[config.mk]
export PLATFORM = sky130hd
export DESIGN_NAME = adc_serial_ctrl
export DESIGN_NICKNAME = d
export VERILOG_FILES = /design/src/common/adc_ctrl_pkg.sv /design/src/hw/adc_serial_ctrl.sv /design/src/hw/conv_tick_div.sv /design/src/hw/result_fifo.sv
export SDC_FILE = /design/constraint.sdc
export NUM_CORES = 1
export LEC_CHECK = 0
export BUFFER_PORTS_ARGS = -buffer_cell sky130_fd_sc_hd__buf_2
export CAP_MARGIN = 0
export CORE_ASPECT_RATIO = 0.75
export CORE_MARGIN = 1
export CORE_UTILIZATION = 30
export CTS_CLUSTER_SIZE = 40
export DETAILED_ROUTE_END_ITERATION = 8
export GPL_ROUTABILITY_DRIVEN = 0
export PLACE_DENSITY = 0.53
export SYNTH_ARGS = -nofsm -noshare
export SYNTH_HDL_FRONTEND = slang
export SYNTH_SLANG_ARGS = --single-unit
[constraint.sdc]
create_clock -name CLK_I -period 3.25 [get_ports CLK_I]
set_clock_uncertainty 0.15 [all_clocks]
set_input_delay 0.65 -clock CLK_I [delete_from_list [all_inputs] [get_ports CLK_I]]
set_output_delay 0.65 -clock CLK_I [all_outputs]
set_load 0.005 [all_outputs]
[src/common/adc_ctrl_pkg.sv]
// Constants, codes and carrier types shared by the converter control block.
// Assumes a single 40 MHz system clock and an asynchronous active-low reset.
package adc_ctrl_pkg;

  // Clock and timing.
  localparam int CLK_HZ            = 40_000_000;
  localparam int CLK_PERIOD_NS     = 25;
  localparam int INT_OSC_HZ        = 1_800_000;
  localparam int INT_TICK_CYC      = CLK_HZ / INT_OSC_HZ;
  localparam int STRB_LOW_MAX_NS   = 7500;
  localparam int STRB_LOW_MAX_CYC  = STRB_LOW_MAX_NS / CLK_PERIOD_NS;

  // Control byte layout.
  localparam int CB_BITS           = 8;
  localparam int CB_SEL_HI         = 6;
  localparam int CB_SEL_LO         = 4;
  localparam int CB_POL            = 3;
  localparam int CB_SGL            = 2;
  localparam int CB_MODE_HI        = 1;
  localparam int CB_MODE_LO        = 0;
  localparam logic [3:0] TRACK_BIT_CNT = 4'h5;
  localparam logic [3:0] MUX_BIT_CNT   = 4'h6;
  localparam logic [3:0] LAST_BIT_CNT  = 4'h7;

  // Clock and power-down modes.
  localparam logic [1:0] MODE_FULL_PD = 2'h0;
  localparam logic [1:0] MODE_FAST_PD = 2'h1;
  localparam logic [1:0] MODE_INT     = 2'h2;
  localparam logic [1:0] MODE_EXT     = 2'h3;
  localparam logic       CLK_EXT_RST  = 1'h0;

  // Channel select codes.
  localparam logic [2:0] SEL_CH0 = 3'h1;
  localparam logic [2:0] SEL_CH1 = 3'h5;
  localparam logic [2:0] SEL_CH2 = 3'h2;
  localparam logic [2:0] SEL_CH3 = 3'h6;

  // Conversion and readout.
  localparam int SAR_BITS           = 12;
  localparam logic [3:0] SAR_LAST   = 4'hb;
  localparam logic [3:0] BIT3_STEP  = 4'h7;
  localparam logic [11:0] SAR_MSB   = 12'h800;
  localparam int OUT_SR_W           = 15;
  localparam int FIFO_DEPTH         = 8;

  typedef struct packed {
    logic [1:0] pos_chan;
    logic [1:0] neg_chan;
    logic       neg_common;
  } mux_sel_s;

  typedef struct packed {
    logic          bipolar;
    logic [2:0]    chan_sel;
    logic [11:0]   code;
  } result_s;

endpackage

[src/hw/adc_serial_ctrl.sv]
// Serial control and conversion sequencing of a four-channel SAR converter.
// Assumes asynchronous link pins and comparator, sampled by the 40 MHz clock.
//
// How it works
// - With chip select low, serial input is sampled on each serial-clock rise.
// - Leading zeros are ignored; the first one starts the control byte.
// - Single-ended codes 001,101,010,110 pick channels 0..3 against the common input.
// - Differential codes pick pairs 0/1 and 2/3; 101 and 110 swap polarity.
// - Reply holds a zero, twelve result bits, three zeros.
// - Results leave MSB first on falling edges; bipolar is two's complement.
// - Track/hold acquires during the last three control bits; mode bits pick clock.
// - External mode: strobe high one period, then twelve falling edges give decisions.
// - External mode: chip select high floats strobe and output; strobe low after fall.
// - Internal mode: strobe low during conversion, at most 7.5 us; stays low longer while the result FIFO is full.
// - Internal mode: held result; next falling edge after strobe rise gives MSB.
// - Internal mode: chip select high blocks input, floats output, keeps strobe driven.
// - Conversion starts on the falling edge after the eighth control bit.
// - Start bit accepted when idle, or after result bit 5 went out.
// - Chip select toggling aborts an external-clock conversion; next one starts afresh.
// - Overlapped conversions every 15 or 16 clocks with chip select low.
// - Mode bits: 00 full power-down, 01 fast, 10 internal, 11 external clock.
// - Control byte: start, three selects, polarity, input config, two mode bits.
// - Out of reset: internal-clock mode, strobe high, output shifts zeros.
`timescale 1ns/1ps
module adc_serial_ctrl
  import adc_ctrl_pkg::*;
(
  // Clock and reset.
  input  wire logic        CLK_I,
  input  wire logic        RESET_N_I,
  // Serial link.
  input  wire logic        CS_N_I,
  input  wire logic        SCLK_I,
  input  wire logic        DIN_I,
  output logic             DOUT_O,
  output logic             DOUT_OE_O,
  output logic             CONV_STROBE_O,
  output logic             CONV_STROBE_OE_O,
  // Analog front end.
  input  wire logic        COMP_I,
  input  wire logic        HW_SHUTDOWN_N_I,
  output logic [11:0]      SAR_DAC_O,
  output logic             TRACK_O,
  output mux_sel_s         MUX_SEL_O,
  output logic             POWER_DOWN_O,
  // Result stream.
  output result_s          RESULT_O,
  output logic             RESULT_VALID_O,
  input  wire logic        RESULT_READY_I,
  output logic             OVERRUN_O
);

  typedef enum logic [1:0] {RX_HUNT = 2'b01, RX_CTRL = 2'b10} rx_e;
  typedef enum logic [2:0] {CV_IDLE = 3'b001, CV_EXT = 3'b010, CV_INT = 3'b100} cv_e;

  logic [4:0]  pin_meta_reg;
  logic [4:0]  pin_sync_reg;
  logic        sclk_d_reg;
  logic        cs_n_d_reg;
  rx_e         rx_state_reg;
  logic [3:0]  rx_cnt_reg;
  logic [7:0]  rx_shift_reg;
  logic        ctrl_ready_reg;
  logic [7:0]  ctrl_reg;
  logic        clk_ext_reg;
  logic        pd_req_reg;
  logic        cs_toggled_reg;
  cv_e         cv_state_reg;
  logic [3:0]  step_reg;
  logic [11:0] sar_bits_reg;
  logic [OUT_SR_W-1:0] out_sr_reg;
  logic [8:0]  int_low_cnt_reg;

  logic        cs_n;
  logic        sclk;
  logic        din;
  logic        comp;
  logic        hw_shutdown_n_n;
  logic        sclk_rise;
  logic        sclk_fall;
  logic        cs_rise;
  logic        cs_fall;
  logic        hunt_ok;
  logic        conv_start;
  logic        new_ext;
  logic        bip;
  logic        tick;
  logic        fifo_in_ready;
  logic        conv_step;
  logic        conv_last;
  logic [3:0]  idx;
  logic [11:0] dec_bits;
  logic [11:0] code_out;
  result_s     push_word;

  function automatic mux_sel_s decode_mux(input logic [2:0] sel, input logic sgl);
    mux_sel_s m;
    m.neg_common = sgl;
    unique case (sel)
      SEL_CH1: begin
        m.pos_chan = 2'h1;
        m.neg_chan = 2'h0;
      end
      SEL_CH2: begin
        m.pos_chan = 2'h2;
        m.neg_chan = 2'h3;
      end
      SEL_CH3: begin
        m.pos_chan = 2'h3;
        m.neg_chan = 2'h2;
      end
      default: begin
        m.pos_chan = 2'h0;
        m.neg_chan = 2'h1;
      end
    endcase
    return m;
  endfunction

  // Two-stage synchronisers for every asynchronous input.
  always_ff @(posedge CLK_I or negedge RESET_N_I) begin
    if (!RESET_N_I) begin
      pin_meta_reg <= 5'h11;
      pin_sync_reg <= 5'h11;
      sclk_d_reg   <= 1'b0;
      cs_n_d_reg   <= 1'b1;
    end else begin
      pin_meta_reg <= {CS_N_I, SCLK_I, DIN_I, COMP_I, HW_SHUTDOWN_N_I};
      pin_sync_reg <= pin_meta_reg;
      sclk_d_reg   <= pin_sync_reg[3];
      cs_n_d_reg   <= pin_sync_reg[4];
    end
  end

  assign cs_n      = pin_sync_reg[4];
  assign sclk      = pin_sync_reg[3];
  assign din       = pin_sync_reg[2];
  assign comp      = pin_sync_reg[1];
  assign hw_shutdown_n_n    = pin_sync_reg[0];
  assign sclk_rise = sclk && !sclk_d_reg && !cs_n;
  assign sclk_fall = !sclk && sclk_d_reg && !cs_n;
  assign cs_rise   = cs_n && !cs_n_d_reg;
  assign cs_fall   = !cs_n && cs_n_d_reg;

  assign hunt_ok    = (cv_state_reg == CV_IDLE) || cs_toggled_reg
                      || ((cv_state_reg == CV_EXT) && (step_reg >= BIT3_STEP));
  assign conv_start = sclk_fall && ctrl_ready_reg;
  assign new_ext    = rx_shift_reg[CB_MODE_HI] ? rx_shift_reg[CB_MODE_LO] : clk_ext_reg;
  assign bip        = !ctrl_reg[CB_POL];

  // Control byte receiver.
  always_ff @(posedge CLK_I or negedge RESET_N_I) begin
    if (!RESET_N_I) begin
      rx_state_reg   <= RX_HUNT;
      rx_cnt_reg     <= 4'h0;
      rx_shift_reg   <= 8'h00;
      ctrl_ready_reg <= 1'b0;
    end else if (cs_n) begin
      rx_state_reg   <= RX_HUNT;
      rx_cnt_reg     <= 4'h0;
      ctrl_ready_reg <= 1'b0;
    end else if (sclk_rise) begin
      unique case (rx_state_reg)
        RX_HUNT: begin
          if (din && hunt_ok) begin
            rx_state_reg <= RX_CTRL;
            rx_shift_reg <= 8'h01;
            rx_cnt_reg   <= 4'h1;
          end
        end
        RX_CTRL: begin
          rx_shift_reg <= {rx_shift_reg[6:0], din};
          rx_cnt_reg   <= rx_cnt_reg + 4'h1;
          if (rx_cnt_reg == LAST_BIT_CNT) begin
            rx_state_reg   <= RX_HUNT;
            ctrl_ready_reg <= 1'b1;
          end
        end
      endcase
    end else if (conv_start) begin
      ctrl_ready_reg <= 1'b0;
    end
  end

  // Track/hold, input multiplexer and latched configuration.
  always_ff @(posedge CLK_I or negedge RESET_N_I) begin
    if (!RESET_N_I) begin
      TRACK_O     <= 1'b0;
      MUX_SEL_O   <= '0;
      ctrl_reg    <= 8'h00;
      clk_ext_reg <= CLK_EXT_RST;
      pd_req_reg  <= 1'b0;
    end else if (conv_start) begin
      TRACK_O     <= 1'b0;
      ctrl_reg    <= rx_shift_reg;
      clk_ext_reg <= new_ext;
      pd_req_reg  <= !rx_shift_reg[CB_MODE_HI];
      MUX_SEL_O   <= decode_mux(rx_shift_reg[CB_SEL_HI:CB_SEL_LO], rx_shift_reg[CB_SGL]);
    end else if (sclk_fall && (rx_state_reg == RX_CTRL)) begin
      if (rx_cnt_reg == TRACK_BIT_CNT) begin
        TRACK_O <= 1'b1;
      end
      if (rx_cnt_reg == MUX_BIT_CNT) begin
        MUX_SEL_O <= decode_mux(rx_shift_reg[4:2], rx_shift_reg[0]);
      end
    end
  end

  // Successive-approximation step logic.
  assign idx       = SAR_LAST - step_reg;
  assign conv_step = ((cv_state_reg == CV_EXT) && sclk_fall)
                     || ((cv_state_reg == CV_INT) && tick
                         && ((step_reg != SAR_LAST) || fifo_in_ready));
  assign conv_last = conv_step && (step_reg == SAR_LAST);

  always_comb begin
    dec_bits      = sar_bits_reg;
    dec_bits[idx] = comp;
  end

  assign code_out            = {dec_bits[11] ^ bip, dec_bits[10:0]};
  assign push_word = '{bipolar: bip, chan_sel: ctrl_reg[CB_SEL_HI:CB_SEL_LO], code: code_out};

  always_ff @(posedge CLK_I or negedge RESET_N_I) begin
    if (!RESET_N_I) begin
      cv_state_reg <= CV_IDLE;
      step_reg     <= 4'h0;
      sar_bits_reg <= 12'h000;
      SAR_DAC_O    <= 12'h000;
    end else if (!hw_shutdown_n_n) begin
      cv_state_reg <= CV_IDLE;
    end else if (conv_start) begin
      cv_state_reg <= new_ext ? CV_EXT : CV_INT;
      step_reg     <= 4'h0;
      sar_bits_reg <= 12'h000;
      SAR_DAC_O    <= SAR_MSB;
    end else if (cs_rise && (cv_state_reg == CV_EXT)) begin
      cv_state_reg <= CV_IDLE;
    end else if (conv_step) begin
      sar_bits_reg <= dec_bits;
      step_reg     <= step_reg + 4'h1;
      SAR_DAC_O    <= dec_bits | (SAR_MSB >> (step_reg + 4'h1));
      if (conv_last) begin
        cv_state_reg <= CV_IDLE;
      end
    end
  end

  // Toggled chip select during a conversion reopens start detection.
  always_ff @(posedge CLK_I or negedge RESET_N_I) begin
    if (!RESET_N_I) begin
      cs_toggled_reg <= 1'b0;
    end else if (cs_rise && (cv_state_reg != CV_IDLE)) begin
      cs_toggled_reg <= 1'b1;
    end else if (conv_start || (cv_state_reg == CV_IDLE)) begin
      cs_toggled_reg <= 1'b0;
    end
  end

  // Conversion strobe and its drive enable.
  always_ff @(posedge CLK_I or negedge RESET_N_I) begin
    if (!RESET_N_I) begin
      CONV_STROBE_O    <= 1'b1;
      CONV_STROBE_OE_O <= 1'b1;
    end else begin
      CONV_STROBE_OE_O <= !(cs_n && clk_ext_reg);
      if (conv_start) begin
        CONV_STROBE_O <= new_ext;
      end else if (clk_ext_reg && (cs_n || cs_fall)) begin
        CONV_STROBE_O <= 1'b0;
      end else if (conv_step && (cv_state_reg == CV_EXT) && (step_reg == 4'h0)) begin
        CONV_STROBE_O <= 1'b0;
      end else if (conv_last && (cv_state_reg == CV_INT)) begin
        CONV_STROBE_O <= 1'b1;
      end
    end
  end

  // Serial output shifting.
  always_ff @(posedge CLK_I or negedge RESET_N_I) begin
    if (!RESET_N_I) begin
      DOUT_O     <= 1'b0;
      DOUT_OE_O  <= 1'b0;
      out_sr_reg <= '0;
    end else begin
      DOUT_OE_O <= !cs_n;
      if (conv_last && (cv_state_reg == CV_INT)) begin
        out_sr_reg <= {code_out, 3'h0};
      end else if (conv_start) begin
        out_sr_reg <= '0;
        DOUT_O     <= 1'b0;
      end else if (conv_step && (cv_state_reg == CV_EXT)) begin
        DOUT_O <= (step_reg == 4'h0) ? (comp ^ bip) : comp;
      end else if (sclk_fall) begin
        DOUT_O     <= out_sr_reg[OUT_SR_W-1];
        out_sr_reg <= {out_sr_reg[OUT_SR_W-2:0], 1'b0};
      end
    end
  end

  // Power-down status and result overrun.
  always_ff @(posedge CLK_I or negedge RESET_N_I) begin
    if (!RESET_N_I) begin
      POWER_DOWN_O <= 1'b0;
      OVERRUN_O    <= 1'b0;
    end else begin
      OVERRUN_O <= conv_last && !fifo_in_ready;
      if (conv_last && pd_req_reg) begin
        POWER_DOWN_O <= 1'b1;
      end else if (ctrl_ready_reg || !hw_shutdown_n_n) begin
        POWER_DOWN_O <= !hw_shutdown_n_n;
      end
    end
  end

  conv_tick_div #(
    .CYC(INT_TICK_CYC)
  ) u_tick (
    .clk_i    (CLK_I),
    .reset_n_i(RESET_N_I),
    .run_i    (cv_state_reg == CV_INT),
    .tick_o   (tick)
  );

  result_fifo #(
    .W($bits(result_s)),
    .D(FIFO_DEPTH)
  ) u_fifo (
    .clk_i      (CLK_I),
    .reset_n_i  (RESET_N_I),
    .in_data_i  (push_word),
    .in_valid_i (conv_last),
    .in_ready_o (fifo_in_ready),
    .out_data_o (RESULT_O),
    .out_valid_o(RESULT_VALID_O),
    .out_ready_i(RESULT_READY_I)
  );

  // Helper counting strobe-low cycles of an internal conversion.
  always_ff @(posedge CLK_I or negedge RESET_N_I) begin
    if (!RESET_N_I) begin
      int_low_cnt_reg <= 9'h000;
    end else if (cv_state_reg == CV_INT) begin
      int_low_cnt_reg <= int_low_cnt_reg + 9'h001;
    end else begin
      int_low_cnt_reg <= 9'h000;
    end
  end
endmodule

[src/hw/conv_tick_div.sv]
// Divider giving the internal conversion clock as a one-cycle enable.
// Assumes run_i comes from logic on the same clock.
`timescale 1ns/1ps
module conv_tick_div
  import adc_ctrl_pkg::*;
#(
  parameter int CYC = INT_TICK_CYC
) (
  // Clock and reset.
  input  wire logic clk_i,
  input  wire logic reset_n_i,
  // Control.
  input  wire logic run_i,
  output logic      tick_o
);

  logic [7:0] cnt_reg;

  // Counts while running and pulses once per period.
  always_ff @(posedge clk_i or negedge reset_n_i) begin
    if (!reset_n_i) begin
      cnt_reg <= 8'h00;
      tick_o  <= 1'b0;
    end else if (!run_i) begin
      cnt_reg <= 8'h00;
      tick_o  <= 1'b0;
    end else if (cnt_reg == 8'(CYC - 1)) begin
      cnt_reg <= 8'h00;
      tick_o  <= 1'b1;
    end else begin
      cnt_reg <= cnt_reg + 8'h01;
      tick_o  <= 1'b0;
    end
  end

endmodule

[src/hw/result_fifo.sv]
// Shift-register FIFO holding finished conversion results.
// Assumes both sides run on the same clock; the head word sits in a flip-flop.
`timescale 1ns/1ps
module result_fifo #(
  parameter int W = 16,
  parameter int D = 8
) (
  // Clock and reset.
  input  wire logic         clk_i,
  input  wire logic         reset_n_i,
  // Filling side.
  input  wire logic [W-1:0] in_data_i,
  input  wire logic         in_valid_i,
  output logic              in_ready_o,
  // Draining side.
  output logic [W-1:0]      out_data_o,
  output logic              out_valid_o,
  input  wire logic         out_ready_i
);

  localparam int CW = $clog2(D + 1);

  logic [W-1:0]  mem_reg [D];
  logic [CW-1:0] count_reg;
  logic [CW-1:0] count_next;
  logic          push;
  logic          pop;

  assign in_ready_o = (count_reg != CW'(D));
  assign push       = in_valid_i && in_ready_o;
  assign pop        = out_valid_o && out_ready_i;
  assign out_data_o = mem_reg[0];

  always_comb begin
    count_next = count_reg;
    if (push && !pop) begin
      count_next = count_reg + 1'b1;
    end else if (pop && !push) begin
      count_next = count_reg - 1'b1;
    end
  end

  always_ff @(posedge clk_i or negedge reset_n_i) begin
    if (!reset_n_i) begin
      count_reg   <= '0;
      out_valid_o <= 1'b0;
    end else begin
      count_reg   <= count_next;
      out_valid_o <= (count_next != '0);
    end
  end

  // Each entry moves one place toward the head on a pop and takes new data at the tail.
  for (genvar i = 0; i < D; i++) begin : g_entry
    logic [W-1:0] upper;
    if (i < D - 1) begin : g_mid
      assign upper = mem_reg[i+1];
    end else begin : g_top
      assign upper = mem_reg[i];
    end
    always_ff @(posedge clk_i or negedge reset_n_i) begin
      if (!reset_n_i) begin
        mem_reg[i] <= '0;
      end else if (pop) begin
        if (push && (count_reg == CW'(i + 1))) begin
          mem_reg[i] <= in_data_i;
        end else begin
          mem_reg[i] <= upper;
        end
      end else if (push && (count_reg == CW'(i))) begin
        mem_reg[i] <= in_data_i;
      end
    end
  end

endmodule

Word-level counts from Yosys, hierarchy flattened:

Index checks and enable logic that the tools add are counted.

* output and inout port bits: 41
* register bits after elaboration: 236
* word-level logic and storage cells: 253
* input port bits: 8

* multiplexer cells: 82
* bitwise logic cells: 5
* shifts and indexed selects: 1
* equal/unequal tests: 37
* add/subtract/negate cells: 6
* magnitude comparators: 3
* reductions and logical operators: 80

Operators with widths (count)
* 16-bit two-way mux: 17
* 12-bit two-way mux: 6
* 15-bit two-way mux: 4
* 1-bit logical AND: 37
* 4-bit two-way mux: 8
* 4-bit by 3-bit equality test with 1-bit output, second input constant: 7
* 1-bit two-way mux: 24
* 4-bit case mux with 3 select lines: 2
* 3-bit two-way mux: 6
* 8-bit two-way mux: 2
* 2-bit nonzero test: 8
* 3-bit equality test, second input constant: 5
* 5-bit two-way mux: 3
* 7-bit case mux with 2 select lines: 1
* 4-bit by 1-bit adder with 4-bit output, second input constant: 3
* 12-bit bitwise mux: 1
* 12-bit OR: 1
* 2-bit AND reduction: 6
* 3-bit AND reduction: 4
* 12-bit by 4-bit right shift with 12-bit output, first input constant: 1
* 1-bit logical NOT: 11
* 3-bit by 2-bit equality test with 1-bit output, second input constant: 3
* 3-bit by 2-bit != test with 1-bit output, second input constant: 3
* 3-bit nonzero test: 3
* other kinds (28): 48

Longest topological paths before layout:

Gate-level depths: netlist (run 1).

* word-level depth: 12
* gate-level depth with buffers: 9

Hierarchy:

From an unflattened synthesis (run 1), not the netlist that was laid out.

* cells, all modules: 1006
* area total of the unflattened synthesis: 10525.1 sq um

By module, submodules not included
* result_fifo: area each 5806.8 sq um, cells an instance 588, instances 1
* adc_serial_ctrl: area each 4267.8 sq um, cells an instance 376, instances 1
* conv_tick_div: area each 450.4 sq um, cells an instance 42, instances 1

Worst setup path after synthesis (run 1):

OpenSTA, ideal clock, no wires.

* kind: flip-flop to flip-flop
* from: register step_reg[0]
* to: register SAR_DAC_O[0]
* clock period less this slack: 2.425 ns
* data required time: 2.974 ns
* stages on the path, launching flop included: 9
* buffers on the path: 3
* arrival: 2.149 ns
* path slack: 0.825 ns
* cells stage by stage: dfrtp_1 -> ha_1 -> buf_2 -> nand3b_1 -> buf_2 -> mux2i_1 -> clkbuf_1 -> nor2_1 -> a221o_1

* longest elaborated chain between the ends: 10

Ends and longest elaborated chain
* from (decl): line adc_serial_ctrl.sv:69 `logic [3:0] step_reg;`
* from (signal assigned): line adc_serial_ctrl.sv:241 `step_reg <= step_reg + 4'h1;`
* 4-bit subtractor: line adc_serial_ctrl.sv:210 `assign idx = SAR_LAST - step_reg;`
* 4-bit by 5-bit less-than comparator with 1-bit output (implied by the code) / 4-bit by 1-bit greater-or-equal comparator with 1-bit output (equally long branches): line adc_serial_ctrl.sv:218 `dec_bits[idx] = comp;`
* 1-bit logical AND (implied by the code): line adc_serial_ctrl.sv:218
* 1-bit two-way mux (implied by the code): line adc_serial_ctrl.sv:218
* 1-bit demux with 4-bit select: line adc_serial_ctrl.sv:218
* 12-bit bitwise mux: line adc_serial_ctrl.sv:218
* 12-bit OR: line adc_serial_ctrl.sv:242 `SAR_DAC_O <= dec_bits | (SAR_MSB >> (step_reg + 4'h1));`
* 12-bit two-way mux: line adc_serial_ctrl.sv:239 `end else if (conv_step) begin`
* 12-bit two-way mux: line adc_serial_ctrl.sv:237 `end else if (cs_rise && (cv_state_reg == CV_EXT)) begin`
* 12-bit two-way mux: line adc_serial_ctrl.sv:232 `end else if (conv_start) begin`
* to (signal assigned): line adc_serial_ctrl.sv:242
* to (decl): line adc_serial_ctrl.sv:42 `output logic [11:0] SAR_DAC_O,`

Several ways; a longest one is shown, not always the timed one. The select of a mux whose other input is x is not followed.
A chain may end at the register's enable or synchronous reset.

Worst setup path after layout (run 1):

* from: register cv_state_reg[0]
* to: register u_fifo.mem_reg, in the netlist u_fifo.g_entry[0].upper[10]

* longest elaborated chain between the ends: 9

Ends and longest elaborated chain
* from (decl): line adc_serial_ctrl.sv:68 `cv_e cv_state_reg;`
* from (signal assigned): line adc_serial_ctrl.sv:233 `cv_state_reg <= new_ext ? CV_EXT : CV_INT;`
* 3-bit equality test
* 1-bit logical AND: line adc_serial_ctrl.sv:212 `|| ((cv_state_reg == CV_INT) && tick`
* 1-bit logical AND: line adc_serial_ctrl.sv:213 `&& ((step_reg != SAR_LAST) || fifo_in_ready));`
* 1-bit logical OR *: line adc_serial_ctrl.sv:212
* 1-bit logical AND *: line adc_serial_ctrl.sv:214 `assign conv_last = conv_step && (step_reg == SAR_LAST);`
* 1-bit logical AND *: line result_fifo.sv:30 `assign push = in_valid_i && in_ready_o;`
* 1-bit logical AND, on equally long branches: line result_fifo.sv:70, result_fifo.sv:65
* 16-bit two-way mux
* 16-bit two-way mux *: line result_fifo.sv:64 `end else if (pop) begin`
* to (signal, indexed assignment): line result_fifo.sv:66 `mem_reg[i] <= in_data_i;`
* to (signal, indexed assignment): line result_fifo.sv:68 `mem_reg[i] <= upper;`
* to (signal, indexed assignment): line result_fifo.sv:71 `mem_reg[i] <= in_data_i;`
* to (decl): line result_fifo.sv:23 `logic [W-1:0] mem_reg [D];`

Mark *: on every way between the ends. The rest lies on a longest branch, timed or not.

==> reports/qor.yml, run 1 <==
rsz0062_at_grt: "false"
setup_viol: 0
grt_pass1_wl_um: 43700
core_area_sq_um: 34900
drive_gt1_frac: 0.146
crit_path_max_fanout: 24
grt.total_usage: 0.149
cts_resized: 0
cellLeakagePower_nw: 5.71
tritoncts: "yes"
n_antenna_cell: 0
start_kind: "flop"
place_ws_ns: 0.386
fin_crit_sh: 0.889
dp_hpwl_um: 17700
grt_max_degree: 85
synthCells: 1080
syn_nets: 1105
worstPathRequired_ns: 3.47
num_rows: 59
synth-edff-count: 0
fin_hold_ws_ns: -0.0319
status: "complete, but fails checks"
power_density_nw_per_um2: 480
initial_core_util: 0.306
largest_reg_flops: 112
finalSetupTns_ns: 0
wl_per_cell_um: 16.3
cts_hold_buf: 0
avgSynthCellArea_sq_um: 9.90
synth-seq-area-share: 0.537
postCtsSetupBuffers: 0
violations: "design-rule violations, negative hold slack"
ys_ff_latch: 229
cap_violations: 0
clk_pin_slew_ns: 0.06
path_class: "flop to flop"
finalHoldViolations: 15
antenna_found_initial: 0
htreeDepth: 1
reg2reg_from: "cv_state_reg[0]"
startpoint: "cv_state_reg[0]"
clock_path_buffers: 3
die_height_um: 166
irDropWorstVdd_mv: 0.303
nets: 1148
post-route-min-period_ns: 2.89
cp.arrival_ns: 3.11
yosysWarnings: 0
synth.cell_area_sq_um: 10700
grt-ovfl-total: 0
slew_violations: 0
ios: 49
hold_class: "input pin to asynchronous set/reset pin"
synthArstFlopShare: 1.00
clk_latency_ns: 0.53
worstMarginPinSlew_ns: 1.03
wl_um: 26000
viasPerCell: 4.96
cp-end-kind: "flop"
synthFlopType: "dfrtp_1"
cts_made_buffers: 24
dieArea_sq_um: 36400
drt-pass1-iter-count: 7
drt_iter0_markers: 528
vias: 7927
synthDistinctLibCells: 61
die_w_um: 220
grt_pass1_vias: 7857
slew_headroom: 0.316
drcViolationCount: 6
max_freq_mhz: 346
port_buffers: 48
clock_sinks: 229
fin_ws_ns: 0.362
syn_to_final_growth_pct: 16.3
cts_root_buf: "clkbuf_16"
ant_nets: 0
-- placed cells by master (no fill, tap or decap), types with 4 or more instances in the layout --
master | Yosys | final
mux2_2 | 6 | 6
nand2b_1 | 7 | 7
xor2_1 | 6 | 6
nand2_1 | 133 | 132
o21ai_0 | 79 | 79
inv_1 | 23 | 23
ha_1 | 17 | 17
clkbuf_8 | 0 | 8
a21oi_1 | 91 | 90
xnor2_1 | 4 | 4
o211ai_1 | 26 | 26
clkbuf_16 | 0 | 25
o21a_1 | 7 | 7
dfrtp_1 | 220 | 220
or3_1 | 5 | 5
o22ai_1 | 14 | 14
buf_2 | 21 | 47
a21o_1 | 22 | 22
nor2_1 | 126 | 126
a32oi_1 | 8 | 8
nor2b_1 | 6 | 6
a221o_1 | 8 | 8
a31oi_1 | 10 | 10
buf_4 | 1 | 43
o31ai_1 | 8 | 8
nand4_1 | 5 | 5
nand3_1 | 13 | 13
clkbuf_1 | 48 | 4
mux2i_1 | 80 | 80
o32a_1 | 4 | 4
o21ai_1 | 8 | 8
dfstp_2 | 9 | 9
o32ai_1 | 4 | 4
clkinv_2 | 0 | 4
nor4_1 | 4 | 4
and2_1 | 6 | 5
nor3_1 | 7 | 6
-- Yosys cell counts, types with 2 or more instances --
library cell,number,area [sq um]
dfrtp_1,220,5510
nand2_1,133,499
nor2_1,126,473
a21oi_1,91,455
mux2i_1,80,801
o21ai_0,79,395
clkbuf_1,48,180
o211ai_1,26,195
inv_1,23,86.3
a21o_1,22,165
buf_2,21,105
ha_1,17,213
o22ai_1,14,87.6
nand3_1,13,65.1
a31oi_1,10,62.6
dfstp_2,9,236
a221o_1,8,80.1
a32oi_1,8,70.1
o21ai_1,8,40.0
o31ai_1,8,60.1
nand2b_1,7,43.8
nor3_1,7,35.0
o21a_1,7,52.6
and2_1,6,37.5
mux2_2,6,67.6
nor2b_1,6,37.5
xor2_1,6,52.6
buf_1,5,18.8
nand4_1,5,31.3
or3_1,5,31.3
nor4_1,4,25.0
o32a_1,4,40.0
o32ai_1,4,35.0
xnor2_1,4,35.0
a211oi_1,3,22.5
nor3b_1,3,22.5
a211oi_2,2,25.0
a41oi_1,2,17.5
nand2_2,2,12.5
nand3b_1,2,15.0
nand4b_1,2,17.5
nor3_2,2,20.0
nor3b_4,2,37.5
o41ai_1,2,17.5
or2_2,2,12.5
-- logic make-up (layout without fill, tap and decap cells) --
group	after synthesis	in the layout	share of synthesized area
AOI/OAI and AO/OA	304	304	0.175
xor gates and xnor gates	11	11	0.00971
adders and majority gates	17	17	0.0199
buffers and inverters	99	160	0.0383
DFF	229	229	0.537
muxes	86	86	0.0812
and+or+nand+nor	334	334	0.139
-- path summary, 6_finish.rpt --
check | to | slack [ns] | cells past startpoint
max | u_fifo.g_entry[0].upper[10] | 0.36 | 7
min | u_fifo.g_entry[1].upper[9] | -0.03 | 1
max reg2reg | u_fifo.g_entry[0].upper[10] | 0.36 | 7
min reg2reg | pin_sync_reg[2] | 0.20 | 0
max in group asynchronous | CONV_STROBE_OE_O | 2.15 | 2
min in group CLK_I | pin_meta_reg[3] | 0.08 | 1
-- final cells by class --
type | count | area (sq um)
Sequential cell | 229 | 5740
Fill cell | 3508 | 22500
Timing Repair Buffer | 93 | 613
Clock buffer | 37 | 751
Multi-Input combinational cell | 752 | 4560
Tap cell | 457 | 572
Inverter | 23 | 86.3
Clock inverter | 7 | 110
-- per-stage QoR --
step | instances | area [sq um] | hold WS (ns) | power (W) | utilization
6_report | 1598 | 12400 | -0.0319 | 0.00597 | 0.356
5_1_grt | 1598 | 12400 | 0.0188 | 0.00620 | 0.356
4_1_cts | 1598 | 12400 | 0.0115 | 0.00606 | 0.356
3_5_place_dp | 1554 | 11600 | 0.192 | 0.00305 | 0.331
3_3_place_gp | 1554 | 11600 | 0.185 | 0.00305 | 0.331
2_1_floorplan | 1080 | 10700 | 0.181 | 0.00296 | -
-- power breakdown --
part           internal [W]  total [W]  leakage [nW]  switching [W]
Combinational     0.0000279   0.000114          2.54      0.0000861
Sequential          0.00287    0.00288          2.74      0.0000108
Clock               0.00182    0.00298         0.428        0.00115
Total               0.00472    0.00597          5.71        0.00125
-- critical path, cell delays in order (launching register included) --
cell      delay, ns
dfstp_2        0.58
and4bb_1       0.26
a21oi_1        0.79
or3_1          0.28
buf_4          0.30
nor2_1         0.08
a21oi_1        0.17
mux2i_1        0.10
-- layer usage --
layer  vias up  global-route usage  share of wire
li1       3882                   -              -
met1      3895               0.227           0.52
met2       122               0.221           0.42
met3        28              0.0273          0.043
met4         0              0.0260          0.014
met5         -                   0              0
No activity file was read; power rests on OpenSTA's default activity.
==> run 2: changes to the inputs <==
--- a/config.mk
+++ b/config.mk
@@ -8,7 +8,7 @@
 export BUFFER_PORTS_ARGS = -buffer_cell sky130_fd_sc_hd__buf_2
 export CAP_MARGIN = 0
 export CORE_ASPECT_RATIO = 0.75
-export CORE_MARGIN = 1
+export CORE_MARGIN = 10
 export CORE_UTILIZATION = 30
 export CTS_CLUSTER_SIZE = 40
 export DETAILED_ROUTE_END_ITERATION = 8
==> run 2 against run 1 <==
The flow now finishes without violations. Die area rose by 20%. Routed wire length barely moved. Global-route usage shrank 2.9 points. Combinational power about the same. Total power is 1.6% higher. Core utilization up 0.23 points. Maximum frequency decreased by 0.24%. Critical path depth is 1 lower. Largest cell class unchanged. Largest power group unchanged.
==> reports/qor.yml, run 2 (synthesis gave the netlist of run 1 again) <==
status: "complete, no violations"
dp_hpwl_um: 18300  # +3.3%
crit_path_max_fanout: 22  # -8.3%
num_rows: 59  # unchanged
n_antenna_cell: 0  # unchanged
clock_sinks: 229  # unchanged
power_density_nw_per_um2: 484  # +0.98%
vias: 7912  # -0.19%
setup_viol: 0  # unchanged
cts_made_buffers: 26  # +8.3%
cellLeakagePower_nw: 5.74  # +0.53%
grt-ovfl-total: 0  # unchanged
stdcell_count: 1604  # +0.38%
layout_commonest_cell: "dfrtp_1"
wl_per_cell_um: 16.2  # -0.34%
min_from: "CS_N_I"
syn_to_final_growth_pct: 17.0
worstPathRequired_ns: 3.48  # about the same
post-route-min-period_ns: 2.89  # +0.00705 ns
ios: 49  # unchanged
clock_path_buffers: 3  # unchanged
largest_reg_flops: 112  # unchanged
tritoncts: "yes"
dp_cells: 1555  # +0.064%
grt_pass1_vias: 7947  # +1.1%
cap_violations: 0  # unchanged
clk_pin_slew_ns: 0.06  # about the same
final_cell_mix: "220 x dfrtp_1, 132 x nand2_1, 126 x nor2_1"
fin_crit_sh: 0.891  # +0.00217
drt-pass1-iter-count: 5  # -2
grt.total_usage: 0.120  # -0.0295
start_kind: "flop"
initial_core_util: 0.306  # unchanged
slew_headroom: 0.357  # +0.0407
postCtsSetupBuffers: 0  # unchanged
dieArea_sq_um: 43700  # +20%
path_class: "flop to flop"
rsz0062_at_grt: "false"
worstMarginPinSlew_ns: 0.965  # -0.0611 ns
reg2reg_from: "cv_state_reg[0]"
slew_violations: 0  # unchanged
finalHoldViolations: 0  # -15
max_freq_mhz: 345  # -0.24%
port_buffers: 48  # unchanged
drive_gt1_frac: 0.150  # +0.00359
cts_hold_buf: 1  # +1
cts_resized: 0  # unchanged
grt_pass1_wl_um: 43700  # about the same
viasPerCell: 4.93  # -0.56%
die_height_um: 184  # +11%
wl_um: 26000  # about the same
die_w_um: 238  # +8.2%
cp.arrival_ns: 3.12  # about the same
cp-end-kind: "flop"
startpoint: "cv_state_reg[0]"
drt_iter0_markers: 578  # +9.5%
hold_class: "input pin to flop"
grt_max_degree: 78  # -8.2%
cts_root_buf: "clkbuf_16"
finalSetupTns_ns: 0  # unchanged
htreeDepth: 1  # unchanged
clk_latency_ns: 0.54  # about the same
fin_hold_ws_ns: 0.0599  # +0.0918 ns
antenna_found_initial: 0  # unchanged
ant_nets: 0  # unchanged
core_area_sq_um: 34900  # unchanged
irDropWorstVdd_mv: 0.402  # +33%
nets: 1152  # +0.35%
drcViolationCount: 0  # -6
finalPower_w: 0.00606  # +1.6%
[run 2: layout make-up]
type / instances / area [sq um]
fill: 3480 / 22400
multi-input combinational: 752 / 4560
timing repair buffer: 95 / 643
tap: 457 / 572
clock inverter: 10 / 123
sequential: 229 / 5740
inverter: 23 / 86.3
clock buffer: 38 / 787
[run 2: where the power goes]
part,internal [W],switching [W],leakage [nW],total (W)
Combinational,0.0000288,0.0000860,2.55,0.000115
Clock,0.00185,0.00122,0.443,0.00307
Sequential,0.00287,0.0000109,2.74,0.00288
[run 2: final timing paths]
path                                                    to  slack [ns]  cells past startpoint
worst max register to register  u_fifo.g_entry[4].upper[5]        0.36                      6
worst min-delay path                       pin_meta_reg[4]        0.06                      1
worst max-delay path            u_fifo.g_entry[4].upper[5]        0.36                      6
min in group asynchronous       u_fifo.g_entry[0].upper[9]        0.52                      2
max in group asynchronous                 CONV_STROBE_OE_O        1.57                      3
worst min register to register             pin_sync_reg[2]        0.19                      0
[run 2: per-stage QoR]
| stage | util | setup WS, ns | cell area, sq um |
|---|---|---|---|
| global route | 0.358 | 0.124 | 12500 |
| finish | 0.358 | 0.355 | 12500 |
| CTS | 0.358 | 0.349 | 12500 |
| floorplan | - | 0.825 | 10700 |
| detailed placement | 0.332 | 0.375 | 11600 |
| global placement | 0.332 | 0.470 | 11600 |
[run 2: critical path, cell delays in order (launching register included)]
cell      delay (ns)
dfstp_2         0.59
and4bb_1        0.26
a21oi_1         0.75
nor3_2          0.29
buf_4           0.29
o21ai_0         0.27
mux2i_1         0.11
[run 2: routing by layer]
| layer | up-vias | part of all wire | track usage |
|---|---|---|---|
| li1 | 3880 | - | - |
| met1 | 3883 | 0.54 | 0.181 |
| met2 | 113 | 0.41 | 0.172 |
| met3 | 36 | 0.034 | 0.0228 |
| met4 | 0 | 0.019 | 0.0266 |
| met5 | - | 0 | 0 |
